File: src/design/pbm_map.svh
// Register offsets, field positions and reset values of the pin mux block.
// Included by the pin mux module; holds definitions only.
`ifndef PBM_MAP_SVH
`define PBM_MAP_SVH

// ----------------------------------------------------------------
// Register byte addresses
// ----------------------------------------------------------------
`define PBM_ADDR_GPS    32'h0000_0000
`define PBM_ADDR_GPSCD  32'h0000_0004
`define PBM_ADDR_PB_EN  32'h0000_0008
`define PBM_ADDR_PC_EN  32'h0000_000C
`define PBM_ADDR_PD_EN  32'h0000_0010
`define PBM_ADDR_TAP    32'h0000_0014

// ----------------------------------------------------------------
// Fields and reset values
// ----------------------------------------------------------------
`define PBM_GPS_B11     0
`define PBM_GPS_C0      1
`define PBM_GPS_C4      2
`define PBM_GPS_C8      3
`define PBM_GPS_C12     4
`define PBM_GPSCD_D5    0
`define PBM_GPS_RST     5'h00
`define PBM_GPSCD_RST   1'h0
`define PBM_PB_EN_RST   3'h0
`define PBM_PC_EN_RST   16'h0000
`define PBM_PD_EN_RST   8'h0F

// Pin vector positions: port B 11..13, port C 0..15, port D 0..7
`define PBM_PB          0
`define PBM_PC          3
`define PBM_PD          19
`define PBM_TMS_RESET   3'h5
`define PBM_RESP_OKAY   2'h0
`define PBM_RESP_SLVERR 2'h2

`endif

File: src/design/pbm_pkg.sv
// Types shared by the pin mux block and its bench.
// Assumes nothing of its surroundings.
package pbm_pkg;

  typedef enum logic [3:0] {
    PBM_TLR  = 4'h0, PBM_RTI  = 4'h1, PBM_SDRS = 4'h2, PBM_CDR  = 4'h3,
    PBM_SDR  = 4'h4, PBM_E1DR = 4'h5, PBM_PDR  = 4'h6, PBM_E2DR = 4'h7,
    PBM_UDR  = 4'h8, PBM_SIRS = 4'h9, PBM_CIR  = 4'hA, PBM_SIR  = 4'hB,
    PBM_E1IR = 4'hC, PBM_PIR  = 4'hD, PBM_E2IR = 4'hE, PBM_UIR  = 4'hF
  } pbm_tap_state_type;

endpackage

File: src/design/pbm_pin_mux.sv
// Pin mux for port B 11..13, port C and port D, with the test-port state machine.
// Assumes pins arrive unsynchronised and software configures it over AXI4-Lite.
//
// The address map and the AXI4-Lite interface to the registers were left to the implementer.
`timescale 1ns/10ps
`include "pbm_map.svh"

// Notes on behaviour
// - B11 carries timer B channel 1 or comparator B output; GPIO after reset.
// - C0 connects to ADC A input 0 or comparator A input 3.
// - C4 connects to ADC B input 0 or comparator B input 3.
// - C8 connects to ADC A input 4 or drives serial port 2 transmit.
// - C12 connects to ADC B input 4 or feeds serial port 2 receive.
// - D5 is crystal output or external clock input, chosen by port C/D select.
// - Power-on reset puts the test-port state machine in test-logic-reset.
// - TMS high on five consecutive TCK rises forces test-logic-reset.
// - No test-reset pin; the internal test reset stays deasserted.
module pbm_pin_mux #(
  parameter int NPIN = 27
) (
  input  wire logic                       aclk,
  input  wire logic                       aresetn,
  input  wire logic [31:0]                s_axi_awaddr,
  input  wire logic                       s_axi_awvalid,
  output logic                            s_axi_awready,
  input  wire logic [31:0]                s_axi_wdata,
  input  wire logic [3:0]                 s_axi_wstrb,
  input  wire logic                       s_axi_wvalid,
  output logic                            s_axi_wready,
  output logic [1:0]                      s_axi_bresp,
  output logic                            s_axi_bvalid,
  input  wire logic                       s_axi_bready,
  input  wire logic [31:0]                s_axi_araddr,
  input  wire logic                       s_axi_arvalid,
  output logic                            s_axi_arready,
  output logic [31:0]                     s_axi_rdata,
  output logic [1:0]                      s_axi_rresp,
  output logic                            s_axi_rvalid,
  input  wire logic                       s_axi_rready,
  input  wire logic [NPIN-1:0]            pin_in,
  output logic [NPIN-1:0]                 pin_out,
  output logic [NPIN-1:0]                 pin_oe_n,
  input  wire logic [NPIN-1:0]            gpio_out,
  input  wire logic [NPIN-1:0]            gpio_oe,
  output logic [NPIN-1:0]                 gpio_in,
  input  wire logic                       timer_b_channel_1,
  input  wire logic                       comparator_b_output,
  input  wire logic                       can_transmit_pin,
  output logic                            can_receive_pin,
  input  wire logic                       serial2_transmit,
  output logic                            serial2_receive,
  output logic [15:0]                     adc_connect,
  output logic                            comparator_a_input_3,
  output logic                            comparator_b_input_3,
  output logic                            crystal_output,
  output logic                            external_clock_input,
  output logic                            analog_out_0,
  output logic                            analog_out_1,
  input  wire logic                       scan_tdo,
  output logic                            tap_tdi,
  output logic                            tap_tck_rise,
  output pbm_pkg::pbm_tap_state_type      tap_state
);
  import pbm_pkg::*;

  // ----------------------------------------------------------------
  // Registers and bus slave
  // ----------------------------------------------------------------
  logic [4:0]  general_pin_select_reg;
  logic        port_cd_pin_select_reg;
  logic [2:0]  pb_en;
  logic [15:0] pc_en;
  logic [7:0]  pd_en;
  logic        aw_full;
  logic        w_full;
  logic [31:0] aw_addr;
  logic [31:0] w_data;
  logic [3:0]  w_strb;
  logic        do_write;
  logic [15:0] wmask;
  logic        w_hit;
  logic [31:0] next_rdata;
  logic        r_hit;

  assign s_axi_awready = !aw_full && !s_axi_bvalid;
  assign s_axi_wready  = !w_full && !s_axi_bvalid;
  assign s_axi_arready = !s_axi_rvalid;
  assign do_write      = aw_full && w_full && !s_axi_bvalid;
  assign wmask         = {{8{w_strb[1]}}, {8{w_strb[0]}}};
  assign w_hit = aw_addr inside {`PBM_ADDR_GPS, `PBM_ADDR_GPSCD, `PBM_ADDR_PB_EN,
                                 `PBM_ADDR_PC_EN, `PBM_ADDR_PD_EN};

  always_ff @(posedge aclk) begin
    if (!aresetn) begin
      aw_full <= 1'b0;
      w_full  <= 1'b0;
      aw_addr <= 32'h0000_0000;
      w_data  <= 32'h0000_0000;
      w_strb  <= 4'h0;
    end else begin
      if (s_axi_awvalid && s_axi_awready) begin
        aw_full <= 1'b1;
        aw_addr <= s_axi_awaddr;
      end else if (do_write) begin
        aw_full <= 1'b0;
      end
      if (s_axi_wvalid && s_axi_wready) begin
        w_full <= 1'b1;
        w_data <= s_axi_wdata;
        w_strb <= s_axi_wstrb;
      end else if (do_write) begin
        w_full <= 1'b0;
      end
    end
  end

  always_ff @(posedge aclk) begin
    if (!aresetn) begin
      s_axi_bvalid <= 1'b0;
      s_axi_bresp  <= `PBM_RESP_OKAY;
    end else if (do_write) begin
      s_axi_bvalid <= 1'b1;
      s_axi_bresp  <= w_hit ? `PBM_RESP_OKAY : `PBM_RESP_SLVERR;
    end else if (s_axi_bready) begin
      s_axi_bvalid <= 1'b0;
    end
  end

  // Byte lanes above bit 15 hold nothing, so only strobes 0 and 1 matter
  always_ff @(posedge aclk) begin
    if (!aresetn) begin
      general_pin_select_reg <= `PBM_GPS_RST;
      port_cd_pin_select_reg <= `PBM_GPSCD_RST;
      pb_en                  <= `PBM_PB_EN_RST;
      pc_en                  <= `PBM_PC_EN_RST;
      pd_en                  <= `PBM_PD_EN_RST;
    end else if (do_write) begin
      case (aw_addr)
        `PBM_ADDR_GPS: general_pin_select_reg <= (general_pin_select_reg & ~wmask[4:0])
                                                 | (w_data[4:0] & wmask[4:0]);
        `PBM_ADDR_GPSCD: port_cd_pin_select_reg <= w_strb[0] ? w_data[0]
                                                             : port_cd_pin_select_reg;
        `PBM_ADDR_PB_EN: pb_en <= (pb_en & ~wmask[2:0]) | (w_data[2:0] & wmask[2:0]);
        `PBM_ADDR_PC_EN: pc_en <= (pc_en & ~wmask) | (w_data[15:0] & wmask);
        `PBM_ADDR_PD_EN: pd_en <= (pd_en & ~wmask[7:0]) | (w_data[7:0] & wmask[7:0]);
        default: ;
      endcase
    end
  end

  always_comb begin
    next_rdata = 32'h0000_0000;
    r_hit      = 1'b1;
    case (s_axi_araddr)
      `PBM_ADDR_GPS:   next_rdata[4:0]  = general_pin_select_reg;
      `PBM_ADDR_GPSCD: next_rdata[0]    = port_cd_pin_select_reg;
      `PBM_ADDR_PB_EN: next_rdata[2:0]  = pb_en;
      `PBM_ADDR_PC_EN: next_rdata[15:0] = pc_en;
      `PBM_ADDR_PD_EN: next_rdata[7:0]  = pd_en;
      `PBM_ADDR_TAP:   next_rdata[3:0]  = tap_state;
      default:         r_hit            = 1'b0;
    endcase
  end

  always_ff @(posedge aclk) begin
    if (!aresetn) begin
      s_axi_rvalid <= 1'b0;
      s_axi_rdata  <= 32'h0000_0000;
      s_axi_rresp  <= `PBM_RESP_OKAY;
    end else if (s_axi_arvalid && s_axi_arready) begin
      s_axi_rvalid <= 1'b1;
      s_axi_rdata  <= next_rdata;
      s_axi_rresp  <= r_hit ? `PBM_RESP_OKAY : `PBM_RESP_SLVERR;
    end else if (s_axi_rready) begin
      s_axi_rvalid <= 1'b0;
    end
  end

  // ----------------------------------------------------------------
  // Pin input filter
  // ----------------------------------------------------------------
  // A bit changes only once the second and third stages agree
  // Stages start high like the pulled-up pins, so leaving reset makes no false TCK rise
  logic [NPIN-1:0] sync_a;
  logic [NPIN-1:0] sync_b;
  logic [NPIN-1:0] sync_c;
  logic [NPIN-1:0] pin_f;

  always_ff @(posedge aclk) begin
    if (!aresetn) begin
      sync_a <= '1;
      sync_b <= '1;
      sync_c <= '1;
      pin_f  <= '1;
    end else begin
      sync_a <= pin_in;
      sync_b <= sync_a;
      sync_c <= sync_b;
      pin_f  <= (sync_b & sync_c) | (pin_f & (sync_b ^ sync_c));
    end
  end

  // ----------------------------------------------------------------
  // Test-port state machine
  // ----------------------------------------------------------------
  localparam int TDI = `PBM_PD + 0;
  localparam int TDO = `PBM_PD + 1;
  localparam int TCK = `PBM_PD + 2;
  localparam int TMS = `PBM_PD + 3;
  logic              trst_n;
  logic              tck_q;
  logic              tck_rise;
  logic              tms;
  logic [2:0]        tms_cnt;
  pbm_tap_state_type next_tap_state;

  assign trst_n   = 1'b1;
  assign tms      = pin_f[TMS];
  // The TCK pin handed to GPIO (pd_en[2] low) stops the state machine where it is
  assign tck_rise = pin_f[TCK] && !tck_q && pd_en[2];

  always_comb begin
    case (tap_state)
      PBM_TLR:  next_tap_state = tms ? PBM_TLR  : PBM_RTI;
      PBM_RTI:  next_tap_state = tms ? PBM_SDRS : PBM_RTI;
      PBM_SDRS: next_tap_state = tms ? PBM_SIRS : PBM_CDR;
      PBM_CDR:  next_tap_state = tms ? PBM_E1DR : PBM_SDR;
      PBM_SDR:  next_tap_state = tms ? PBM_E1DR : PBM_SDR;
      PBM_E1DR: next_tap_state = tms ? PBM_UDR  : PBM_PDR;
      PBM_PDR:  next_tap_state = tms ? PBM_E2DR : PBM_PDR;
      PBM_E2DR: next_tap_state = tms ? PBM_UDR  : PBM_SDR;
      PBM_UDR:  next_tap_state = tms ? PBM_SDRS : PBM_RTI;
      PBM_SIRS: next_tap_state = tms ? PBM_TLR  : PBM_CIR;
      PBM_CIR:  next_tap_state = tms ? PBM_E1IR : PBM_SIR;
      PBM_SIR:  next_tap_state = tms ? PBM_E1IR : PBM_SIR;
      PBM_E1IR: next_tap_state = tms ? PBM_UIR  : PBM_PIR;
      PBM_PIR:  next_tap_state = tms ? PBM_E2IR : PBM_PIR;
      PBM_E2IR: next_tap_state = tms ? PBM_UIR  : PBM_SIR;
      PBM_UIR:  next_tap_state = tms ? PBM_SDRS : PBM_RTI;
      default:  next_tap_state = PBM_TLR;
    endcase
  end

  always_ff @(posedge aclk) begin
    if (!aresetn || !trst_n) begin
      tap_state    <= PBM_TLR;
      tms_cnt      <= 3'h0;
      tck_q        <= 1'b1;
      tap_tck_rise <= 1'b0;
      tap_tdi      <= 1'b0;
    end else begin
      tck_q        <= pin_f[TCK];
      tap_tck_rise <= tck_rise;
      if (tck_rise) begin
        tap_tdi <= pin_f[TDI];
        tms_cnt <= !tms ? 3'h0 : (tms_cnt == `PBM_TMS_RESET) ? tms_cnt : tms_cnt + 3'h1;
        // The count guards the soft reset even if the walk is ever altered
        tap_state <= (tms && tms_cnt >= `PBM_TMS_RESET - 3'h1) ? PBM_TLR
                                                              : next_tap_state;
      end
    end
  end

  // ----------------------------------------------------------------
  // Output routing
  // ----------------------------------------------------------------
  logic [NPIN-1:0] en;
  logic [NPIN-1:0] next_out;
  logic [NPIN-1:0] next_drive;
  logic            shifting;

  assign en       = {pd_en, pc_en, pb_en};
  assign shifting = tap_state == PBM_SDR || tap_state == PBM_SIR;

  genvar gi;
  generate
    for (gi = 0; gi < NPIN; gi++) begin : g_pin
      always_comb begin
        next_out[gi]   = gpio_out[gi];
        next_drive[gi] = gpio_oe[gi];
        if (en[gi]) begin
          next_out[gi]   = 1'b0;
          next_drive[gi] = 1'b0;
          if (gi == `PBM_PB) begin
            next_drive[gi] = 1'b1;
            next_out[gi]   = general_pin_select_reg[`PBM_GPS_B11] ? comparator_b_output
                                                                 : timer_b_channel_1;
          end else if (gi == `PBM_PB + 1) begin
            next_drive[gi] = 1'b1;
            next_out[gi]   = can_transmit_pin;
          end else if (gi == `PBM_PC + 8) begin
            next_drive[gi] = general_pin_select_reg[`PBM_GPS_C8];
            next_out[gi]   = serial2_transmit;
          end else if (gi == TDO) begin
            next_drive[gi] = shifting;
            next_out[gi]   = scan_tdo;
          end
        end
      end
    end
  endgenerate

  always_ff @(posedge aclk) begin
    if (!aresetn) begin
      pin_out  <= '0;
      pin_oe_n <= '1;
      gpio_in  <= '0;
    end else begin
      pin_out  <= next_out;
      pin_oe_n <= ~next_drive;
      gpio_in  <= pin_f;
    end
  end

  // Analog connections follow the selects; the pin driver is off meanwhile
  logic [4:0] gps;
  assign gps = general_pin_select_reg;

  always_ff @(posedge aclk) begin
    if (!aresetn) begin
      adc_connect          <= 16'h0000;
      comparator_a_input_3 <= 1'b0;
      comparator_b_input_3 <= 1'b0;
      serial2_receive      <= 1'b1;
      can_receive_pin      <= 1'b1;
      crystal_output       <= 1'b0;
      external_clock_input <= 1'b0;
      analog_out_0         <= 1'b0;
      analog_out_1         <= 1'b0;
    end else begin
      adc_connect <= pc_en & ~({3'h0, gps[`PBM_GPS_C12], 3'h0, gps[`PBM_GPS_C8], 3'h0,
                               gps[`PBM_GPS_C4], 3'h0, gps[`PBM_GPS_C0]});
      comparator_a_input_3 <= pc_en[0] && gps[`PBM_GPS_C0];
      comparator_b_input_3 <= pc_en[4] && gps[`PBM_GPS_C4];
      // Idle-high so a deselected receiver sees no start bit
      serial2_receive <= (pc_en[12] && gps[`PBM_GPS_C12]) ? pin_f[`PBM_PC + 12] : 1'b1;
      can_receive_pin <= pb_en[2] ? pin_f[`PBM_PB + 2] : 1'b1;
      crystal_output  <= pd_en[5] && !port_cd_pin_select_reg;
      external_clock_input <= pd_en[5] && port_cd_pin_select_reg && pin_f[`PBM_PD + 5];
      analog_out_0 <= pd_en[6];
      analog_out_1 <= pd_en[7];
    end
  end

  // ----------------------------------------------------------------
  // Assertions
  // ----------------------------------------------------------------
  property p_b11_mux;
    @(posedge aclk) disable iff (!aresetn)
    en[0] |=> !pin_oe_n[0] && pin_out[0] == ($past(gps[0]) ? $past(comparator_b_output)
                                                           : $past(timer_b_channel_1));
  endproperty
  a_b11_mux: assert property (p_b11_mux) else $error("B11 alternate wrong");

  property p_c0_sel;
    @(posedge aclk) disable iff (!aresetn)
    1'b1 |=> comparator_a_input_3 != (adc_connect[0] || !$past(pc_en[0]));
  endproperty
  a_c0_sel: assert property (p_c0_sel) else $error("C0 route wrong");

  property p_c4_sel;
    @(posedge aclk) disable iff (!aresetn)
    pc_en[4] |=> comparator_b_input_3 == !adc_connect[4];
  endproperty
  a_c4_sel: assert property (p_c4_sel) else $error("C4 route wrong");

  property p_c8_tx;
    @(posedge aclk) disable iff (!aresetn)
    en[11] && gps[3] |=> !pin_oe_n[11] && pin_out[11] == $past(serial2_transmit);
  endproperty
  a_c8_tx: assert property (p_c8_tx) else $error("C8 transmit wrong");

  property p_c12_rx;
    @(posedge aclk) disable iff (!aresetn)
    !(pc_en[12] && gps[4]) |=> serial2_receive;
  endproperty
  a_c12_rx: assert property (p_c12_rx) else $error("C12 receive leaks");

  property p_d5_sel;
    @(posedge aclk) disable iff (!aresetn)
    pd_en[5] |=> pin_oe_n[24] && crystal_output == !$past(port_cd_pin_select_reg)
                 && !(crystal_output && external_clock_input);
  endproperty
  a_d5_sel: assert property (p_d5_sel) else $error("D5 route wrong");

  property p_por_tap;
    @(posedge aclk) !aresetn |=> tap_state == PBM_TLR;
  endproperty
  a_por_tap: assert property (p_por_tap) else $error("TAP not reset");

  property p_soft_reset;
    @(posedge aclk) disable iff (!aresetn)
    tck_rise && tms && tms_cnt == 3'h4 |=> tap_state == PBM_TLR;
  endproperty
  a_soft_reset: assert property (p_soft_reset) else $error("TMS reset missed");

  property p_defaults;
    @(posedge aclk) !aresetn |=> en == {8'h0F, 16'h0000, 3'h0} && pin_oe_n[2:0] == 3'h7;
  endproperty
  a_defaults: assert property (p_defaults) else $error("Reset default wrong");

  property p_b13_in;
    @(posedge aclk) disable iff (!aresetn)
    en[2] |=> pin_oe_n[2];
  endproperty
  a_b13_in: assert property (p_b13_in) else $error("B13 driven");

  c_write: cover property (@(posedge aclk) do_write && w_hit);
  c_soft:  cover property (@(posedge aclk) tck_rise && tms && tms_cnt == 3'h4);
  c_tx:    cover property (@(posedge aclk) en[11] && gps[3]);
  c_shift: cover property (@(posedge aclk) shifting && en[TDO]);

endmodule // pbm_pin_mux

File: config.mk
export PLATFORM = sky130hd
export DESIGN_NAME = pbm_pin_mux
export DESIGN_NICKNAME = d
export VERILOG_FILES = /design/src/design/pbm_pkg.sv /design/src/design/pbm_pin_mux.sv
export VERILOG_INCLUDE_DIRS = /design/src /design/src/design
export SDC_FILE = /design/constraint.sdc
export NUM_CORES = 1
export LEC_CHECK = 0
export BUFFER_PORTS_ARGS = -buffer_cell sky130_fd_sc_hd__buf_2
export CAP_MARGIN = 20
export CORE_MARGIN = 3
export CORE_UTILIZATION = 50
export CTS_CLUSTER_SIZE = 25
export DETAILED_ROUTE_END_ITERATION = 10
export MAX_ROUTING_LAYER = met4
export PLACE_DENSITY = 0.8
export SYNTH_ARGS = -nofsm -noshare
export SYNTH_HDL_FRONTEND = slang
export SYNTH_SLANG_ARGS = --single-unit
export TNS_END_PERCENT = 50
File: constraint.sdc
create_clock -name aclk -period 2.65 [get_ports aclk]
set_input_delay 0.795 -clock aclk [delete_from_list [all_inputs] [get_ports aclk]]
set_output_delay 0.795 -clock aclk [all_outputs]
set_load 0.02 [all_outputs]
Word level (Yosys, flattened, before mapping)
Index checks and enable logic that the tools add are counted.
- eq/ne operators: 26
- mux-type cells: 64
- add/subtract/negate cells: 1
- bitwise logic cells: 24
- reduce and logical (&&, ||, !) cells: 66
- order comparisons: 1
- operators by type and width (operator ; number):
    $eq 32x4->1 const B ; 4
    $eq 32x5->1 const B ; 3
    $eq 32x3->1 const B ; 2
    $logic_not 32->1 ; 2
    $and 27x27->27 ; 2
    $reduce_or 2->1 ; 25
    $and 16x16->16 ; 3
    $pmux 4 s12 ; 1
    $mux 1 ; 43
    $eq 4x4->1 const B ; 8
    $not 27->27 ; 1
    $or 27x27->27 ; 1
    $xor 27x27->27 ; 1
    $mux 4 ; 5
    $and 8x8->8 ; 2
    $eq 4x3->1 const B ; 4
    $logic_and 1x1->1 ; 16
    $not 13->16 ; 1
    $not 16->16 ; 1
    $or 16x16->16 ; 1
    $reduce_and 2->1 ; 7
    $mux 3 ; 4
    $and 5x5->5 ; 2
    $mux 2 ; 5
    other kinds (28) ; 38
- output and inout port bits: 152
- word-level logic and storage cells: 241
- bits of input ports: 193
- bits in registers: 330

Depth between registers and ports, before layout
- depth after elaboration: 4
- gate-level depth with buffers: 7
- depth with buffers taken out: 6

Least setup slack after synthesis
No wires, ideal clock.
- kind: input -> register
- start: input s_axi_araddr[13]
- end: register s_axi_rdata[15]
- arrival time: 2.196 ns
- cell stages on the path: 7
- data required time: 2.576 ns
- setup time: 0.074 ns
- setup slack: 0.380 ns
- buffers on the path: 2
- cell sequence: nor4_1 > nand4_1 > or3_1 > clkbuf_2 > or3_1 > buf_2 > o21ai_0
- cells in the longest elaborated chain, start to end: 2
- RTL lines (element ; line ; RTL):
    start: declaration ; pbm_pin_mux.sv:33 ; input wire logic [31:0] s_axi_araddr,
    $eq 32x4->1 ; pbm_pin_mux.sv:154 ; case (s_axi_araddr)
    $mux 8 ; pbm_pin_mux.sv:154 ;
    end signal: assignment ; pbm_pin_mux.sv:172 ; s_axi_rdata <= next_rdata;
    end: declaration ; pbm_pin_mux.sv:36 ; output logic [31:0] s_axi_rdata,
No other way between the ends.
A chain may end at the register's enable or synchronous reset.

Worst setup path in the final report
- start: register tap_state[2]
- end: output tap_state[2]
- RTL lines (element ; line ; RTL):
    start: declaration ; pbm_pin_mux.sv:62 ; output pbm_pkg::pbm_tap_state_type tap_state
    start signal: assignment ; pbm_pin_mux.sv:258 ; tap_state <= (tms && tms_cnt >= `PBM_TMS_RESET - 3'h1) ? PBM_TLR
No word-level cell between the ends.

==> impl_metrics.json <==
{
  "largest-register": "aw_addr",
  "required_ns": 1.86,
  "drt-pass1-iter-count": 5,
  "synth-edff-count": 0,
  "fmax_ghz": 0.4513,
  "via_per_inst": 4.979,
  "finalWirelength_um": 26530,
  "cp_slowest_cell": "dfxtp_1",
  "grt_max_degree": 80,
  "layout.cells.most_common_list": "dfxtp_1 (328), buf_2 (307), nand2_1 (216)",
  "synth_flop_cell": "dfxtp_1",
  "num_rows": 54,
  "p_comb_share_pct": 7.0,
  "worstPathMaxFanout": 18,
  "path_buf_inv": 1,
  "drc_errors": 0,
  "cts_tree": "yes",
  "dpl_cell_area_um2": 13060,
  "synth-seq-area-share_pct": 57.96,
  "postCtsSetupRepairBufs": 0,
  "vdd_ir_drop_max_uv": 553.6,
  "p_switching_mw": 2.428,
  "p_clk_share_pct": 44.9,
  "path_cells": "buf_2",
  "slew_headroom_pct": 55.24,
  "port_buffers": 308,
  "crit_path_max_incr_delay_ns": 0.66,
  "cp_top_family": "flip-flops",
  "p_leak_nw": 6.199,
  "dieArea_um2": 24500,
  "cp.arrival_ns": 1.42,
  "async_flop_share_pct": 0,
  "final-setup-viol-count": 0,
  "period_minus_slack_ns": 2.216,
  "area_growth_pct": 25.62,
  "grt_antenna_before_repair": 5,
  "post-synth-top-area-cell": "dfxtp_1",
  "ant_nets": 0,
  "fin_nets": 1655,
  "fill_cells": 1811,
  "rsz0062_at_grt": "no",
  "largest_reg_flops": 32,
  "gp_congestion": 0.8545,
  "multi_input_area_um2": 4387,
  "cts_resized": 0,
  "die_w_um": 156.5,
  "htree_levels": 2,
  "worstSetupPathType": "reg2out",
  "grt.total_usage_pct": 21.44,
  "hpwl_um": 19400,
  "yosysWarningCount": 0,
  "hold_slack_ns": 0.3914,
  "critPathCaptureType": "primary output",
  "grt_pass1_vias": 8137,
  "path_clk_slew_ns": 0.06,
  "drive_gt1_share_pct": 26.68,
  "numClockSinks": 328,
  "maxCapViolations": 0,
  "routed-via-count": 8679,
  "die_h_um": 156.5,
  "cp-start-kind": "flip-flop",
  "postCtsHoldBufs": 0,
  "fin_worst_skew_ns": 0.02654,
  "maxSlewViolCount": 0,
  "syn_area_um2": 11330,
  "synth.top_cell.area_share_pct": 57.96,
  "tightestPinTransition_ns": 0.6698,
  "yosysUniqueCellTypes": 50,
  "clk_path_buf_depth": 3,
  "cts_buffers": 34,
  "initial_utilization_pct": 51.44,
  "clock_latency_ns": 0.52,
  "netlist_top_cells_area": "dfxtp_1 (58%), nand2_1 (7.2%), nand2b_1 (5.0%), a21boi_0 (3.6%), nand3b_1 (3.6%)",
  "syn_area_per_cell_um2": 9.973,
  "hold_violations": 0,
  "final_area_um2": 14230,
  "syn_inst": 1136,
  "min_path_type": "reg2reg",
  "grt_pass1_wl_um": 41170,
  "core-area_um2": 22030,
  "io_pins": 345,
  "seq_power_share_pct": 48.2,
  "drtIter0Drc": 331,
  "final_common_cell": "dfxtp_1",
  "regArea_um2": 6566,
  "internal_power_mw": 8.388,
  "overflow": 0,
  "avgRoutedWirePerCell_um": 15.22,
  "ctsRootBufferMaster": "clkbuf_16",
  "fin_crit_sh_pct": 83.62,
  "pwr_density_cell_nw_per_um2": 760.0,
  "p_sw_share_pct": 22.44,
  "status": "finished clean",
  "ys_ff_latch": 328
}
## power groups by stage
stage	combinational (mW)	sequential, mW	clock (mW)
detailed placement	0.762	5.32	0
global placement	0.740	5.31	0
CTS	0.767	5.21	4.95
finish	0.756	5.21	4.85
global route	0.846	5.23	5.17
floorplan	0.392	5.39	0
## logic make-up after synthesis
| group | Yosys count | share of synthesized area, % |
|---|---|---|
| flip-flops | 328 | 57.96 |
| multiplexers | 26 | 2.308 |
| other | 1 | 0.03310 |
| AO/OA/AOI/OAI | 144 | 8.239 |
| buffers and inverters | 99 | 3.942 |
| adder cells (fa/ha/maj) | 29 | 3.203 |
| XOR/XNOR | 1 | 0.07732 |
| AND/OR/NAND/NOR | 508 | 24.24 |
## metrics by stage
step	power (mW)	setup WS [ns]	util (%)	instances	TNS (ns)
3_3_place_gp	6.050	-0.01694	59.30	1677	-0.1020
6_report	10.82	0.4342	64.62	1743	0
4_1_cts	10.93	0.4145	64.56	1738	0
2_1_floorplan	5.778	0.3797	-	1153	0
5_1_grt	11.24	0.2249	64.62	1743	0
3_5_place_dp	6.078	-0.05515	59.30	1677	-0.3340
## cell type report
| cell class | count | area share, % |
|---|---|---|
| inverters | 15 | 0.3956 |
| clock inverters | 15 | 1.424 |
| repair buffers | 328 | 11.96 |
| diodes | 5 | 0.08791 |
| flip-flops and latches | 328 | 46.14 |
| well taps | 280 | 2.462 |
| multi-input cells | 726 | 30.82 |
| clock buffers | 46 | 6.716 |
## synth_stat cells, drive strengths merged, types with 2 or more instances
master / count
nand3: 15
nor2b: 5
nand4: 5
a22oi: 4
dfxtp: 328
or4: 2
nor3: 4
nand4b: 3
or2: 3
o21ai: 58
o211a: 2
clkbuf: 53
a21boi: 54
a21oi: 7
and3: 3
nand2b: 91
nor4: 16
a31oi: 2
mux2i: 25
nor3b: 2
o311ai: 3
or3: 4
buf: 31
nand2: 216
inv: 15
a21o: 2
nor2: 15
nand3b: 54
and2: 46
o211ai: 3
and3b: 23
ha: 29
## worst register-to-register path: stages, from the launching register on
cell and delay [ns]:
dfxtp_1 0.31, nor4_1 0.34, nand4_1 0.25, or4_1 0.88, nand2_1 0.18, o21ai_0 0.10
## metal layers
layer	GRT usage [%]	share of wire, %
met4	7.795	2.5
met2	36.71	49
met5	-	0
met3	4.950	7.5
met1	24.60	41
## path summary, 6_finish.rpt
path	startpoint	to	slack, ns	cells after the start
setup / recovery	tap_state[2]	tap_state[2]	0.43	1
hold / removal	sync_a[10]	sync_b[10]	0.39	1
setup reg to reg	aw_addr[20]	flip-flop	0.44	5
hold reg to reg	sync_a[10]	sync_b[10]	0.39	1
(Power assumes the default switching activity.)
